<file path="src/verilog/cmcr_pkg.sv">
/*
 * Package for the model configuration register bank: register indices,
 * field positions, reset values and model codes.
 * Assumes a single core clock domain and 64-bit register data.
 */
package cmcr_pkg;
    localparam logic [9:0]  IDX_MC_ADDR     = 10'h000;
    localparam logic [9:0]  IDX_MC_TYPE     = 10'h001;
    localparam logic [9:0]  IDX_MON_LINE    = 10'h006;
    localparam logic [9:0]  IDX_CYCLE_CNT   = 10'h010;
    localparam logic [9:0]  IDX_PLAT_TAG    = 10'h017;
    localparam logic [9:0]  IDX_IRQ_BASE    = 10'h01B;
    localparam logic [9:0]  IDX_HARD_STRAP  = 10'h02A;
    localparam logic [9:0]  IDX_SOFT_BUS    = 10'h02B;
    localparam logic [9:0]  IDX_BUS_FREQ    = 10'h02C;

    localparam logic [15:0] MON_LINE_RST    = 16'h0040;
    localparam int          MON_LINE_W      = 16;
    localparam int          PLAT_LSB        = 50;
    localparam int          BSP_BIT         = 8;
    localparam int          IRQ_EN_BIT      = 11;
    localparam int          IRQ_BASE_LSB    = 12;
    localparam int          IRQ_BASE_MSB    = 31;
    localparam logic [19:0] IRQ_BASE_RST    = 20'h00000;
    localparam logic        IRQ_EN_RST      = 1'h0;
    localparam int          AGENT_LSB       = 12;
    localparam int          SOFT_W          = 7;
    localparam logic [6:0]  SOFT_RST        = 7'h7C;
    localparam int          SPEED_LSB       = 16;
    localparam logic [2:0]  SPEED_RST       = 3'h0;
    localparam int          RATIO_LSB       = 24;
    localparam logic [3:0]  FAMILY_WIDE_CNT = 4'hF;
    localparam logic [3:0]  MODEL_WIDE_A    = 4'h3;
    localparam logic [3:0]  MODEL_WIDE_B    = 4'h4;
endpackage

</file>
<file path="src/verilog/cmcr_regs.sv">
/*
 * Model configuration and status register bank with a free-running
 * cycle counter, strap capture and bus error-checking controls.
 * Assumes the core issues register-read and register-write operations as
 * one-cycle strobes with a register index, and that straps are steady
 * while reset is asserted.
 */
// Function
// RL1 - Each register is readable and writable by index via read/write instructions; the code ignores writes to the hard strap and platform tag indices.
// RL2 - Monitor line size is bits 15:0, resets to 40H (64 bytes).
// RL3 - Firmware programs line size with larger of it and chipset buffer size.
// RL4 - Cycle counter is 64 bits; every read returns full current count.
// RL5 - Earlier models: only low 32 bits writable; write clears upper half.
// RL6 - Family 0FH models 3 and 4: counter write loads all 64 bits.
// RL7 - Platform tag bits 52:50 read-only, selecting processor flags 0 to 7.
// RL8 - Interrupt base bit 8 reads one on the bootstrap processor.
// RL9 - Interrupt base bit 11 globally enables the local interrupt controller.
// RL10 - Interrupt base bits 31:12 hold the controller register space base.
// RL11 - Hard bit 0: tri-state enable, captured from management-interrupt strap.
// RL12 - Hard bit 1: self-test enable, captured from init strap.
// RL13 - Hard bit 2: in-order queue depth from address strap seven.
// RL14 - Hard bits 3,4: check-error and bus-init observation disables from straps.
// RL15 - Hard bits 6:5 cluster ID from straps; bit 7 bus park disable.
// RL16 - Hard bits 13:12 agent ID captured from bus request straps.
// RL17 - Soft bit 0 enables request/snoop count driving; reset clear.
// RL18 - Soft bit 1 disables data bus parity checking when set.
// RL19 - Soft bits 2,3 disable response and address checking; reset set.
// RL20 - Soft bits 4,5,6 suppress error and bus-init drivers; reset set.
// RL21 - Frequency bits 18:16 encode the intended bus speed.
// RL22 - Frequency bits 31:24 read-only core to bus ratio at reset release.
// RL23 - Reserved bits read zero and ignore writes.
`timescale 1ns/1ns
`default_nettype none

module cmcr_regs (
    input  wire logic        mclk_in,
    input  wire logic        rst_b_in,
    input  wire logic        reg_read_instr_in,
    input  wire logic        reg_write_instr_in,
    input  wire logic [9:0]  reg_index_in,
    input  wire logic [63:0] reg_wdata_in,
    input  wire logic [3:0]  cpu_family_in,
    input  wire logic [3:0]  cpu_model_in,
    input  wire logic [2:0]  platform_flag_in,
    input  wire logic        bootstrap_cpu_flag_in,
    input  wire logic        sys_mgmt_irq_pin_in,
    input  wire logic        init_pin_in,
    input  wire logic        addr_strap_seven_in,
    input  wire logic        addr_strap_nine_in,
    input  wire logic        addr_strap_ten_in,
    input  wire logic        addr_strap_eleven_in,
    input  wire logic        addr_strap_twelve_in,
    input  wire logic        addr_strap_fifteen_in,
    input  wire logic [1:0]  bus_request_straps_in,
    input  wire logic [7:0]  core_bus_ratio_in,
    output logic [63:0]      reg_rdata_out,
    output logic             reg_rvalid_out,
    output logic [63:0]      cycle_count_out,
    output logic [15:0]      monitor_line_size_out,
    output logic             irq_ctrl_enable_out,
    output logic [19:0]      irq_ctrl_base_out,
    output logic             request_snoop_counts_en_out,
    output logic             data_parity_check_dis_out,
    output logic             response_check_dis_out,
    output logic             addr_req_check_dis_out,
    output logic             initiator_mc_err_dis_out,
    output logic             internal_mc_err_dis_out,
    output logic             bus_init_driver_dis_out,
    output logic [2:0]       bus_speed_out
);

    logic [63:0] mc_addr_reg;
    logic [63:0] mc_type_reg;
    logic [15:0] mon_line_reg;
    logic [63:0] cycle_cnt_reg;
    logic [63:0] cycle_cnt_next;
    logic [19:0] irq_base_reg;
    logic        irq_en_reg;
    logic [10:0] hard_reg;
    logic [6:0]  soft_reg;
    logic [2:0]  speed_reg;
    logic [7:0]  ratio_reg;
    logic        in_reset_reg;
    logic        wide_cnt;
    logic [63:0] rd_mux;

    // Strap capture happens on the first cycle after reset releases, since
    // an asynchronous-free capture must not sample ports during reset.
    always_ff @(posedge mclk_in) begin
        if (!rst_b_in) begin
            in_reset_reg <= 1'h1;
        end else begin
            in_reset_reg <= 1'h0;
        end
    end

    always_ff @(posedge mclk_in) begin
        if (!rst_b_in) begin
            hard_reg  <= 11'h000;
            ratio_reg <= 8'h00;
        end else if (in_reset_reg) begin
            hard_reg[0]    <= sys_mgmt_irq_pin_in;                       // [RL11]
            hard_reg[1]    <= init_pin_in;                               // [RL12]
            hard_reg[2]    <= addr_strap_seven_in;                       // [RL13]
            hard_reg[3]    <= addr_strap_nine_in;                        // [RL14]
            hard_reg[4]    <= addr_strap_ten_in;                         // [RL14]
            hard_reg[6:5]  <= {addr_strap_twelve_in, addr_strap_eleven_in}; // [RL15]
            hard_reg[7]    <= addr_strap_fifteen_in;                     // [RL15]
            hard_reg[10:8] <= {1'h0, bus_request_straps_in};             // [RL16]
            ratio_reg      <= core_bus_ratio_in;                         // [RL22]
        end
    end

    assign wide_cnt = (cpu_family_in == cmcr_pkg::FAMILY_WIDE_CNT) &&
                      ((cpu_model_in == cmcr_pkg::MODEL_WIDE_A) ||
                       (cpu_model_in == cmcr_pkg::MODEL_WIDE_B));

    // A counter write takes effect instead of the increment in that cycle.
    always_comb begin
        cycle_cnt_next = cycle_cnt_reg + 64'h1;
        if (reg_write_instr_in && reg_index_in == cmcr_pkg::IDX_CYCLE_CNT) begin
            if (wide_cnt) begin
                cycle_cnt_next = reg_wdata_in;                           // [RL6]
            end else begin
                cycle_cnt_next = {32'h0, reg_wdata_in[31:0]};            // [RL5]
            end
        end
    end

    always_ff @(posedge mclk_in) begin
        if (!rst_b_in) begin
            cycle_cnt_reg <= 64'h0;
        end else begin
            cycle_cnt_reg <= cycle_cnt_next;                             // [RL4]
        end
    end

    always_ff @(posedge mclk_in) begin
        if (!rst_b_in) begin
            mc_addr_reg  <= 64'h0;
            mc_type_reg  <= 64'h0;
            mon_line_reg <= cmcr_pkg::MON_LINE_RST;                      // [RL2]
            irq_base_reg <= cmcr_pkg::IRQ_BASE_RST;
            irq_en_reg   <= cmcr_pkg::IRQ_EN_RST;
            soft_reg     <= cmcr_pkg::SOFT_RST;                          // [RL17] [RL19] [RL20]
            speed_reg    <= cmcr_pkg::SPEED_RST;
        end else if (reg_write_instr_in) begin                           // [RL1]
            case (reg_index_in)
                cmcr_pkg::IDX_MC_ADDR: begin
                    mc_addr_reg <= reg_wdata_in;
                end
                cmcr_pkg::IDX_MC_TYPE: begin
                    mc_type_reg <= reg_wdata_in;
                end
                cmcr_pkg::IDX_MON_LINE: begin
                    mon_line_reg <= reg_wdata_in[15:0];                  // [RL2] [RL23]
                end
                cmcr_pkg::IDX_IRQ_BASE: begin
                    irq_en_reg   <= reg_wdata_in[cmcr_pkg::IRQ_EN_BIT];  // [RL9]
                    irq_base_reg <= reg_wdata_in[31:12];                 // [RL10]
                end
                cmcr_pkg::IDX_SOFT_BUS: begin
                    soft_reg <= reg_wdata_in[6:0];                       // [RL18] [RL23]
                end
                cmcr_pkg::IDX_BUS_FREQ: begin
                    speed_reg <= reg_wdata_in[18:16];                    // [RL21]
                end
                default: begin
                end
            endcase
        end
    end

    // The read path exposes the live counter, so a read in the cycle of a
    // counter write returns the value before the write lands.
    always_comb begin
        rd_mux = 64'h0;                                                  // [RL23]
        case (reg_index_in)
            cmcr_pkg::IDX_MC_ADDR:    rd_mux = mc_addr_reg;
            cmcr_pkg::IDX_MC_TYPE:    rd_mux = mc_type_reg;
            cmcr_pkg::IDX_MON_LINE:   rd_mux[15:0] = mon_line_reg;
            cmcr_pkg::IDX_CYCLE_CNT:  rd_mux = cycle_cnt_reg;           // [RL4]
            cmcr_pkg::IDX_PLAT_TAG:   rd_mux[52:50] = platform_flag_in; // [RL7]
            cmcr_pkg::IDX_IRQ_BASE: begin
                rd_mux[cmcr_pkg::BSP_BIT]    = bootstrap_cpu_flag_in;   // [RL8]
                rd_mux[cmcr_pkg::IRQ_EN_BIT] = irq_en_reg;              // [RL9]
                rd_mux[31:12]                = irq_base_reg;            // [RL10]
            end
            cmcr_pkg::IDX_HARD_STRAP: begin
                rd_mux[7:0]   = hard_reg[7:0];
                rd_mux[13:12] = hard_reg[9:8];                          // [RL16]
            end
            cmcr_pkg::IDX_SOFT_BUS:   rd_mux[6:0] = soft_reg;
            cmcr_pkg::IDX_BUS_FREQ: begin
                rd_mux[18:16] = speed_reg;                              // [RL21]
                rd_mux[31:24] = ratio_reg;                              // [RL22]
            end
            default:                  rd_mux = 64'h0;
        endcase
    end

    always_ff @(posedge mclk_in) begin
        if (!rst_b_in) begin
            reg_rdata_out  <= 64'h0;
            reg_rvalid_out <= 1'h0;
        end else begin
            reg_rvalid_out <= reg_read_instr_in;                         // [RL1]
            if (reg_read_instr_in) begin
                reg_rdata_out <= rd_mux;
            end
        end
    end

    always_ff @(posedge mclk_in) begin
        if (!rst_b_in) begin
            cycle_count_out             <= 64'h0;
            monitor_line_size_out       <= cmcr_pkg::MON_LINE_RST;
            irq_ctrl_enable_out         <= cmcr_pkg::IRQ_EN_RST;
            irq_ctrl_base_out           <= cmcr_pkg::IRQ_BASE_RST;
            request_snoop_counts_en_out <= cmcr_pkg::SOFT_RST[0];
            data_parity_check_dis_out   <= cmcr_pkg::SOFT_RST[1];
            response_check_dis_out      <= cmcr_pkg::SOFT_RST[2];
            addr_req_check_dis_out      <= cmcr_pkg::SOFT_RST[3];
            initiator_mc_err_dis_out    <= cmcr_pkg::SOFT_RST[4];
            internal_mc_err_dis_out     <= cmcr_pkg::SOFT_RST[5];
            bus_init_driver_dis_out     <= cmcr_pkg::SOFT_RST[6];
            bus_speed_out               <= cmcr_pkg::SPEED_RST;
        end else begin
            cycle_count_out             <= cycle_cnt_next;
            monitor_line_size_out       <= mon_line_reg;                 // [RL2]
            irq_ctrl_enable_out         <= irq_en_reg;                   // [RL9]
            irq_ctrl_base_out           <= irq_base_reg;
            request_snoop_counts_en_out <= soft_reg[0];                  // [RL17]
            data_parity_check_dis_out   <= soft_reg[1];                  // [RL18]
            response_check_dis_out      <= soft_reg[2];                  // [RL19]
            addr_req_check_dis_out      <= soft_reg[3];                  // [RL19]
            initiator_mc_err_dis_out    <= soft_reg[4];                  // [RL20]
            internal_mc_err_dis_out     <= soft_reg[5];                  // [RL20]
            bus_init_driver_dis_out     <= soft_reg[6];                  // [RL20]
            bus_speed_out               <= speed_reg;
        end
    end

endmodule

`default_nettype wire

</file>
<file path="config.mk">
export PLATFORM = sky130hd
export DESIGN_NAME = cmcr_regs
export DESIGN_NICKNAME = d
export VERILOG_FILES = /design/src/verilog/cmcr_pkg.sv /design/src/verilog/cmcr_regs.sv
export SDC_FILE = /design/constraint.sdc
export NUM_CORES = 1
export LEC_CHECK = 0
export ABC_CLOCK_PERIOD_IN_PS = 3250
export BUFFER_PORTS_ARGS = -buffer_cell sky130_fd_sc_hd__buf_2
export CORE_ASPECT_RATIO = 1.1
export CORE_MARGIN = 5
export CORE_UTILIZATION = 55
export CTS_CLUSTER_DIAMETER = 150
export DETAILED_ROUTE_END_ITERATION = 10
export PLACE_DENSITY_LB_ADDON = 0.05
export REMOVE_ABC_BUFFERS = 1
export SKIP_CTS_REPAIR_TIMING = 1
export SYNTH_ARGS = -nofsm -noshare
export SYNTH_HDL_FRONTEND = slang
export SYNTH_SLANG_ARGS = --single-unit
export TNS_END_PERCENT = 20
</file>
<file path="constraint.sdc">
create_clock -name mclk_in -period 3.25 [get_ports mclk_in]
set_clock_uncertainty 0.05 [all_clocks]
set_input_delay 0.325 -clock mclk_in [delete_from_list [all_inputs] [get_ports mclk_in]]
set_output_delay 0.325 -clock mclk_in [all_outputs]
set_load 0.01 [all_outputs]
</file>
==> reports/results.ini, run 1 <==
[worst_hold_path]
whs_path_depth = 3
holdPathEnd = cycle_count_out[42]
min_path_type = in2reg
min_from = reg_wdata_in[42]

[floorplanning]
die_y_um = 181
ios = 284
dieArea_sq_um = 29900
start_util = 0.559
die_w_um = 165
rows = 62
core_area_sq_um = 26100

[grt]
grt.busiest_layer = met2
grt_max_degree = 65
grt_antenna_before_repair = 2
use_met3 = 0.0558
grt_pass1_wl_um = 74800
grt_pass1_vias = 13557
grt_overflow_total = 0
globalRouteMet1Util = 0.417
use_met2 = 0.501
grt_usage = 0.310

[yosys]
yosys_register_bits = 370
synth_area_sq_um = 14600
ys_seq_area_frac = 0.507
syn_avg_cell_area_sq_um = 8.38
synth.yosys.warnings = 0
async_reset_ff_frac = 0
synth_edf_count = 0
ys_dominant_reg_cell = dfxtp_1
syn_inst = 1744
synth.distinct_cells = 46

[clocking]
clock_latency_ns = 0.52
htreeDepth = 2
cts_root_buffer = clkbuf_16
clockBufferDepth = 3
cts_sinks = 370
cts_tree = yes
numCtsBuffers = 38
clkTransAtPathRegs_ns = 0.06

[timing]
fin_crit_sh = 0.909
tns_ns = 0
grt_setup_unrepaired = false
worst_slew_pin_slew_ns = 0.848
relSlewSlack = 0.434
period_needed_ns = 2.95
setup_slack_ns = 0.295
fin_worst_hold_slack_ns = -0.0112
finalSetupViolCount = 0
max_freq_mhz = 338
hold_viol_final = 12
report.final.slew_viol_count = 0

[layout]
area_growth_pct = 21.6
fin_nets = 2101
utilization = 0.680
design_area_sq_um = 17800
fillers = 2205
stdcell_count = 2375
drive_above_1_share = 0.208

[place]
portBuffers = 283
hpwl_um = 31900
place_ws_ns = 0.408
place.gp.congestion = 0.907
dp_cells = 2304
place_area_sq_um = 16500

[route]
detail_route.first_pass.iterations = 8
via_count = 14038
drc = 0
detail_route.wirelength_um = 47800
initialDrtViolationCount = 1629
ant_nets = 0
viasPerCell = 5.91
wl_per_cell_um = 20.1

[worst_setup_path]
crit_path_max_fanout = 8
crit_arrival_ns = 3.31
cp_slowest_cell = nor3_1
crit_start = cycle_count_out[0]
rr_worst_depth = 8
timing.rr.end = cycle_count_out[60]
r2r-start = cycle_count_out[0]
ff2ff_setup_slack_ns = 0.30
path_cells = ha_1 -> nand3_1 -> nor3_1 -> buf_4 -> nand4_2 -> nor4_1 -> xnor2_1 -> o21ai_1
cp.buffers_inverters = 1
critPathKind = reg2reg
cp-start-kind = register
critPathTopFamily = simple AND/OR/NAND/NOR gates
slowest_delay_ns = 0.54
required_ns = 3.61
cp-end-kind = register

[power]
power_mw = 9.46
power_density_nw_per_um2 = 532
clock_power_share = 0.478
p_sw_frac = 0.217
p_sw_mw = 2.05
p_comb_frac = 0.036
peakVddDrop_v = 0.000410
power_report.internal_total_mw = 7.40
power_frac_seq = 0.486
p_leak_nw = 6.58

[run_status]
violations = hold timing
outcome = complete, but fails checks

[run]
cap_violations = 0

==> layer usage <==
| metal | share of wire | up-vias |
|---|---|---|
| li1 | - | 6620 |
| met1 | 0.40 | 6599 |
| met2 | 0.47 | 712 |
| met3 | 0.097 | 105 |
| met4 | 0.031 | 2 |
| met5 | 0.00027 | - |
==> cells in the final DEF (no fill, tap or decap), types with 3 or more instances in the layout <==
master / instances
a211oi_1: 21
nor3_1: 18
xor2_1: 22
a21oi_1: 201
nand3_1: 46
nor4_2: 3
and2_1: 45
nor4_1: 13
a22o_1: 7
nand4_1: 20
or2_2: 3
nor4_4: 3
mux2i_1: 19
o21ai_0: 30
clkbuf_1: 6
xnor2_1: 40
and3_1: 7
a21boi_1: 5
clkbuf_8: 12
nor2_1: 61
buf_4: 45
clkinv_2: 6
and4_1: 3
buf_12: 5
or3_1: 4
inv_1: 7
nand2_1: 448
o21ai_1: 71
nand2_2: 3
clkbuf_16: 39
a22oi_1: 26
nand2b_1: 7
dfxtp_1: 370
buf_2: 283
a31oi_1: 29
a222oi_1: 62
bufinv_16: 3
==> worst reg2reg max path, stage by stage (launching register included) <==
cell and delay, ns:
dfxtp_1 0.45, ha_1 0.23, nand3_1 0.30, nor3_1 0.54
buf_4 0.25, nand4_2 0.29, nor4_1 0.50, xnor2_1 0.17
o21ai_1 0.07
==> power groups by stage <==
stage               combinational, mW  clock [mW]  sequential [mW]
CTS                             0.337        4.56             4.59
detailed placement              0.335           0             4.69
global placement                0.333           0             4.69
global route                    0.367        4.78             4.59
floorplan                       0.107           0             4.70
finish                          0.341        4.52             4.59
==> how the worst max path moves through the flow <==
| stage | to | slack (ns) | depth (start not counted) |
|---|---|---|---|
| after global routing | cycle_count_out[60] | 0.13 | 8 |
| final | cycle_count_out[60] | 0.30 | 8 |
| after CTS | cycle_count_out[60] | 0.39 | 8 |
| after floorplan | reg_rdata_out[32] | -2.02 | 4 |
| after global placement | cycle_count_out[60] | 0.45 | 8 |
| after detailed placement | cycle_count_out[60] | 0.41 | 8 |
==> cells in the mapped netlist (2+ instances only) <==
master,count,area (sq um)
xnor2_1,40,350
nor4_2,3,37.5
or2_1,2,12.5
nand4_1,20,125
a21boi_1,5,37.5
xor2_1,22,193
buf_1,6,22.5
or4_1,2,15.0
nor4_4,2,42.5
a31oi_1,29,181
nand2b_1,7,43.8
a22o_1,7,61.3
and4_1,3,26.3
nor4_1,14,87.6
mux2i_1,19,190
nand2_1,451,1690
o21ai_1,71,355
a32o_1,2,20.0
or2_2,3,18.8
nor3_2,3,30.0
nor2_2,2,12.5
and2_1,45,282
a22oi_1,26,195
nor2_1,62,233
dfxtp_1,370,7410
o21ai_0,30,150
nor3_1,18,90.1
and3_1,9,56.3
or3_1,4,25.0
a211oi_1,21,158
inv_1,8,30.0
clkbuf_1,94,353
nand3_1,46,230
a21oi_1,201,1010
a222oi_1,62,621
buf_2,25,125
==> area by class of cell <==
| type | instances | area (sq um) | area share |
|---|---|---|---|
| multi-input combinational | 1240 | 6710 | 0.378 |
| clock inverter | 12 | 148 | 0.00831 |
| tap | 352 | 440 | 0.0248 |
| sequential | 370 | 7410 | 0.417 |
| clock buffer | 57 | 1160 | 0.0655 |
| antenna | 2 | 5.00 | 0.000282 |
| inverter | 9 | 38.8 | 0.00218 |
| timing repair buffer | 333 | 1850 | 0.104 |
==> logic make-up (layout without fill, tap and decap cells) <==
logic type | Yosys count | in the layout | share of synthesized area
adder cells (fa/ha/maj) | 1 | 1 | 0.000856
AO/OA/AOI/OAI | 456 | 456 | 0.192
other | 0 | 2 | 0
multiplexers | 19 | 19 | 0.0130
AND/OR/NAND/NOR | 702 | 702 | 0.214
buffers and inverters | 134 | 411 | 0.0366
XOR/XNOR | 62 | 62 | 0.0372
flip-flops | 370 | 370 | 0.507
Note: power is estimated with default switching activity, not from simulation.
==> run 2: changes to the inputs <==
--- a/config.mk
+++ b/config.mk
@@ -5,6 +5,7 @@
 export SDC_FILE = /design/constraint.sdc
 export NUM_CORES = 1
 export LEC_CHECK = 0
+export ABC_AREA = 1
 export ABC_CLOCK_PERIOD_IN_PS = 3250
 export BUFFER_PORTS_ARGS = -buffer_cell sky130_fd_sc_hd__buf_2
 export CORE_ASPECT_RATIO = 1.1
==> reports/results.ini, run 2 <==
[run_status]
outcome = complete, but fails checks
violations = hold timing

[layout]
drive_above_1_share = 0.145
layout_common_cells = 537 x nand2_1, 370 x dfxtp_1, 334 x nor2_1, 310 x o21ai_0, 282 x buf_2
final-seq-area_sq_um = 7410
mostFrequentLayoutCell = nand2_1
stdcell_count = 3069
multi_input_area_sq_um = 7530
fin_nets = 2779
fillers = 2690
area_growth_pct = 17.6

[floorplanning]
core_area_sq_um = 29600
die_w_um = 175
rows = 66
ios = 284
dieArea_sq_um = 33600
start_util = 0.558
die_y_um = 192

[yosys]
yosys_register_bits = 370
yosys-top-cells-count = 537 x nand2_1, 370 x dfxtp_1, 334 x nor2_1, 310 x o21ai_0, 273 x inv_1
synth.yosys.warnings = 0
synthMostInstantiatedCell = nand2_1
synth_top_area_share = 0.448
synth_area_sq_um = 16500
async_reset_ff_frac = 0
syn_inst = 2438
synth.area.top_cells = dfxtp_1 45%, nand2_1 12%, o21ai_0 9.4%
ys_seq_area_frac = 0.448
synth_top_area_cell = dfxtp_1
ys_dominant_reg_cell = dfxtp_1
syn_avg_cell_area_sq_um = 6.78
synth.distinct_cells = 35
synth_edf_count = 0

[grt]
grt_overflow_total = 0
grt_pass1_wl_um = 91100
grt_usage = 0.340
grt_pass1_vias = 16467
grt_max_degree = 120
grt_antenna_before_repair = 0

[power]
p_leak_nw = 8.01
peakVddDrop_v = 0.000395
power_density_nw_per_um2 = 481

[worst_setup_path]
cp.buffers_inverters = 2
critPathKind = reg2reg
path_cells = ha_1 -> inv_1 -> nor2_1 -> nand2_1 -> nor2_1 -> nand2_1 -> inv_1 -> nand2_1 -> nand2_1 -> nand2_1 -> nand2_1 -> a21oi_1
crit_path_max_fanout = 7
slowest_delay_ns = 0.49
cp_slowest_cell = nor2_1
ff2ff_setup_slack_ns = 0.69
cp-end-kind = register
critPathTopFamily = simple AND/OR/NAND/NOR gates
crit_arrival_ns = 2.87
critPathMostFrequentCell = nand2_1
required_ns = 3.56
cp-start-kind = register

[place]
hpwl_um = 41700
dp_cells = 2997
place.gp.congestion = 0.958
portBuffers = 283

[clocking]
cts_sinks = 370
cts_tree = yes
numCtsBuffers = 39
clkTransAtPathRegs_ns = 0.06
cts_root_buffer = clkbuf_16
clockBufferDepth = 3
htreeDepth = 2
clock_latency_ns = 0.52

[route]
initialDrtViolationCount = 1352
via_count = 17257
wl_per_cell_um = 19.1
detail_route.first_pass.iterations = 6
viasPerCell = 5.62
detail_route.wirelength_um = 58700
drc = 0
ant_nets = 0

[timing]
fin_crit_sh = 0.788
worst_slew_pin_slew_ns = 0.975
max_freq_mhz = 390
tns_ns = 0
relSlewSlack = 0.349
report.final.slew_viol_count = 0
fin_worst_hold_slack_ns = -0.0189
grt_setup_unrepaired = false
period_needed_ns = 2.56
finalSetupViolCount = 0
hold_viol_final = 6

[worst_hold_path]
min_path_type = in2reg

[run]
cap_violations = 0

-- run 2: cell families (layout without fill, tap and decap cells) --
group | Yosys count | after routing | share of synthesized area
AND/OR/NAND/NOR | 993 | 993 | 0.240
AO/OA/AOI/OAI | 639 | 639 | 0.200
buffers and inverters | 409 | 665 | 0.0975
flip-flops | 370 | 370 | 0.448
XOR/XNOR | 26 | 26 | 0.0138
adder cells (fa/ha/maj) | 1 | 1 | 0.000756
other | 0 | 1 | 0
-- run 2: metal layers --
| layer | global-route usage | up-vias | wire length (um) |
|---|---|---|---|
| met2 | 0.593 | 814 | 28500 |
| met3 | 0.0504 | 158 | 4320 |
| met1 | 0.426 | 8017 | 23500 |
| met5 | 0 | - | 0 |
| met4 | 0.128 | 0 | 2350 |
| li1 | - | 8268 | - |
-- run 2: through the flow --
stage	utilization	hold slack, ns	cell area, sq um	power [mW]	worst slack, ns
global placement	0.613	0.362	18200	5.10	0.528
CTS	0.654	-0.0283	19400	9.38	0.710
detailed placement	0.613	0.368	18200	5.10	0.456
finish	0.656	-0.0189	19500	9.36	0.689
floorplan	-	0.344	16000	4.85	-0.0273
global route	0.656	0.00122	19400	9.66	0.402
-- run 2: layout make-up --
| class | count | share of cell area |
|---|---|---|
| Antenna cell | 1 | 0.000129 |
| Clock buffer | 55 | 0.0574 |
| Clock inverter | 10 | 0.00585 |
| Inverter | 284 | 0.0549 |
| Multi-Input combinational cell | 1659 | 0.387 |
| Sequential cell | 370 | 0.381 |
| Tap cell | 374 | 0.0241 |
| Timing Repair Buffer | 316 | 0.0899 |
-- run 2: path summary, 6_finish.rpt --
| check | start | endpoint | depth (start not counted) |
|---|---|---|---|
| setup / recovery | cycle_count_out[0] | cycle_count_out[40] | 12 |
| hold / removal | core_bus_ratio_in[2] | ratio_reg[2] | 3 |
| setup reg to reg | cycle_count_out[0] | cycle_count_out[40] | 12 |
| hold reg to reg | irq_base_reg[6] | irq_ctrl_base_out[6] | 2 |
-- run 2: worst reg2reg max path, stage by stage, from the launching register on --
cell	delay, ns
dfxtp_1	0.47
ha_1	0.33
inv_1	0.09
nor2_1	0.16
nand2_1	0.21
nor2_1	0.49
nand2_1	0.18
inv_1	0.15
nand2_1	0.06
nand2_1	0.05
nand2_1	0.05
nand2_1	0.06
a21oi_1	0.06
-- run 2: power breakdown --
group,leakage [nW],switching [mW],internal [mW]
Clock,0.605,1.80,2.55
Sequential,2.99,0.0241,4.57
Combinational,4.42,0.291,0.134
Total,8.01,2.11,7.25
==> run 3: changes to the inputs <==
--- a/config.mk
+++ b/config.mk
@@ -6,7 +6,7 @@
 export NUM_CORES = 1
 export LEC_CHECK = 0
 export ABC_AREA = 1
-export ABC_CLOCK_PERIOD_IN_PS = 3250
+export ABC_CLOCK_PERIOD_IN_PS = 2600
 export BUFFER_PORTS_ARGS = -buffer_cell sky130_fd_sc_hd__buf_2
 export CORE_ASPECT_RATIO = 1.1
 export CORE_MARGIN = 5
==> constraint.sdc (replaced) <==
create_clock -name mclk_in -period 2.6 [get_ports mclk_in]
set_clock_uncertainty 0.05 [all_clocks]
set_input_delay 0.26 -clock mclk_in [delete_from_list [all_inputs] [get_ports mclk_in]]
set_output_delay 0.26 -clock mclk_in [all_outputs]
set_load 0.01 [all_outputs]
==> reports/results.ini, run 3 (same netlist as run 2, synthesis figures left out) <==
[timing]
period_needed_ns = 2.29
relSlewSlack = 0.302
worst_slew_pin_slew_ns = 1.05
max_freq_mhz = 437
fin_worst_hold_slack_ns = -0.0300
tns_ns = 0
report.final.slew_viol_count = 0
setup_slack_ns = 0.313
finalSetupViolCount = 0
fin_crit_sh = 0.879
grt_setup_unrepaired = false
hold_viol_final = 16

[clocking]
clkTransAtPathRegs_ns = 0.06
clock_latency_ns = 0.54
clockBufferDepth = 3
cts_root_buffer = clkbuf_16
numCtsBuffers = 39
cts_sinks = 370
cts_tree = yes
htreeDepth = 2

[worst_setup_path]
cp-end-kind = register
required_ns = 3.00
timing.rr.end = cycle_count_out[40]
r2r-start = cycle_count_out[1]
rr_worst_depth = 11
path_cells = ha_1 -> inv_1 -> nor2_1 -> nand2_1 -> nor2_1 -> nand2_1 -> inv_1 -> nand3b_1 -> nand2_1 -> nand2_1 -> a21oi_1
critPathKind = reg2reg
cp-start-kind = register
slowest_delay_ns = 0.45
crit_path_max_fanout = 5
cp_slowest_cell = dfxtp_1
crit_arrival_ns = 2.69
critPathMostFrequentCell = nand2_1
ff2ff_setup_slack_ns = 0.31

[floorplanning]
ios = 284
start_util = 0.558
rows = 66
die_w_um = 175
core_area_sq_um = 29600
dieArea_sq_um = 33600
die_y_um = 192

[place]
hpwl_um = 41400
place.gp.congestion = 0.996
portBuffers = 283
dp_cells = 3009
place_ws_ns = 0.242

[route]
dr.max_layer_used = met4
wl_met2_um = 29000
ant_nets = 0
wl_per_cell_um = 19.2
via_count = 17542
detail_route.wirelength_um = 59800
routed-wl-met3_um = 4830
viasPerCell = 5.64
drc = 0
detail_route.first_pass.iterations = 8
wl_met1_um = 24000
initialDrtViolationCount = 1938

[layout]
final-seq-area_sq_um = 7410
drive_above_1_share = 0.149
area_growth_pct = 20.3
multi_input_area_sq_um = 7530
stdcell_count = 3110
fillers = 2572
layout_common_cells = 537 x nand2_1, 370 x dfxtp_1, 334 x nor2_1, 310 x o21ai_0, 282 x buf_2
fin_nets = 2817
insertedDiodeCount = 0
mostFrequentLayoutCell = nand2_1

[power]
peakVddDrop_v = 0.000517
power_mw = 11.9
p_leak_nw = 8.22
power_density_nw_per_um2 = 597

[run]
cap_violations = 0

[grt]
grt_pass1_wl_um = 91100
grt_usage = 0.339
grt_max_degree = 265
grt_pass1_vias = 16371
grt_overflow_total = 0
grt_antenna_before_repair = 0

[worst_hold_path]
whs_path_depth = 3
min_from = reg_wdata_in[3]
holdPathEnd = soft_reg[3]
min_path_type = in2reg

[run_status]
violations = hold timing
outcome = complete, but fails checks

run 3: changes by cell type in the layout (fill, tap and decap cells not counted), sizes merged, moves of 3 or more:
cell,delta
dlygate4sd3,+26
buf,+12
clkinv,+3
clkbuf,+4
run 3: per-layer routing:
layer / GRT usage / vias up
met5: 0 / -
met4: 0.113 / 0
met3: 0.0478 / 158
met2: 0.591 / 897
met1: 0.435 / 8130
li1: - / 8357
run 3: how the worst max path moves through the flow:
stage	start	end
after global placement	reg_index_in[7]	reg_rdata_out[34]
after floorplan	reg_index_in[7]	cycle_count_out[16]
after detailed placement	reg_index_in[7]	reg_rdata_out[34]
after CTS	cycle_count_out[1]	cycle_count_out[40]
after global routing	cycle_count_out[1]	cycle_count_out[40]
final	cycle_count_out[1]	cycle_count_out[40]
run 3: layout make-up:
| type | instances | share of cell area |
|---|---|---|
| Sequential cell | 370 | 0.372 |
| Multi-Input combinational cell | 1659 | 0.378 |
| Tap cell | 374 | 0.0235 |
| Inverter | 284 | 0.0536 |
| Clock inverter | 10 | 0.00509 |
| Clock buffer | 59 | 0.0599 |
| Timing Repair Buffer | 354 | 0.107 |
run 3: stage by stage:
step / area (sq um) / util
3_5_place_dp: 18300 / 0.617
5_1_grt: 19900 / 0.671
6_report: 19900 / 0.671
3_3_place_gp: 18300 / 0.617
4_1_cts: 19600 / 0.661
2_1_floorplan: 16000 / -
run 3: power by group:
part	internal, mW	switching, mW	total, mW
registers	5.71	0.0279	5.74
logic	0.194	0.371	0.564
clock network	3.28	2.30	5.58
run 3: critical path, delay by kind of cell, from the launching register on:
family,cells,cell delay [ns]
buf+inv,2,0.21
simple gates,7,1.05
flops,1,0.45
fa+ha+maj,1,0.30
compound gates,1,0.13
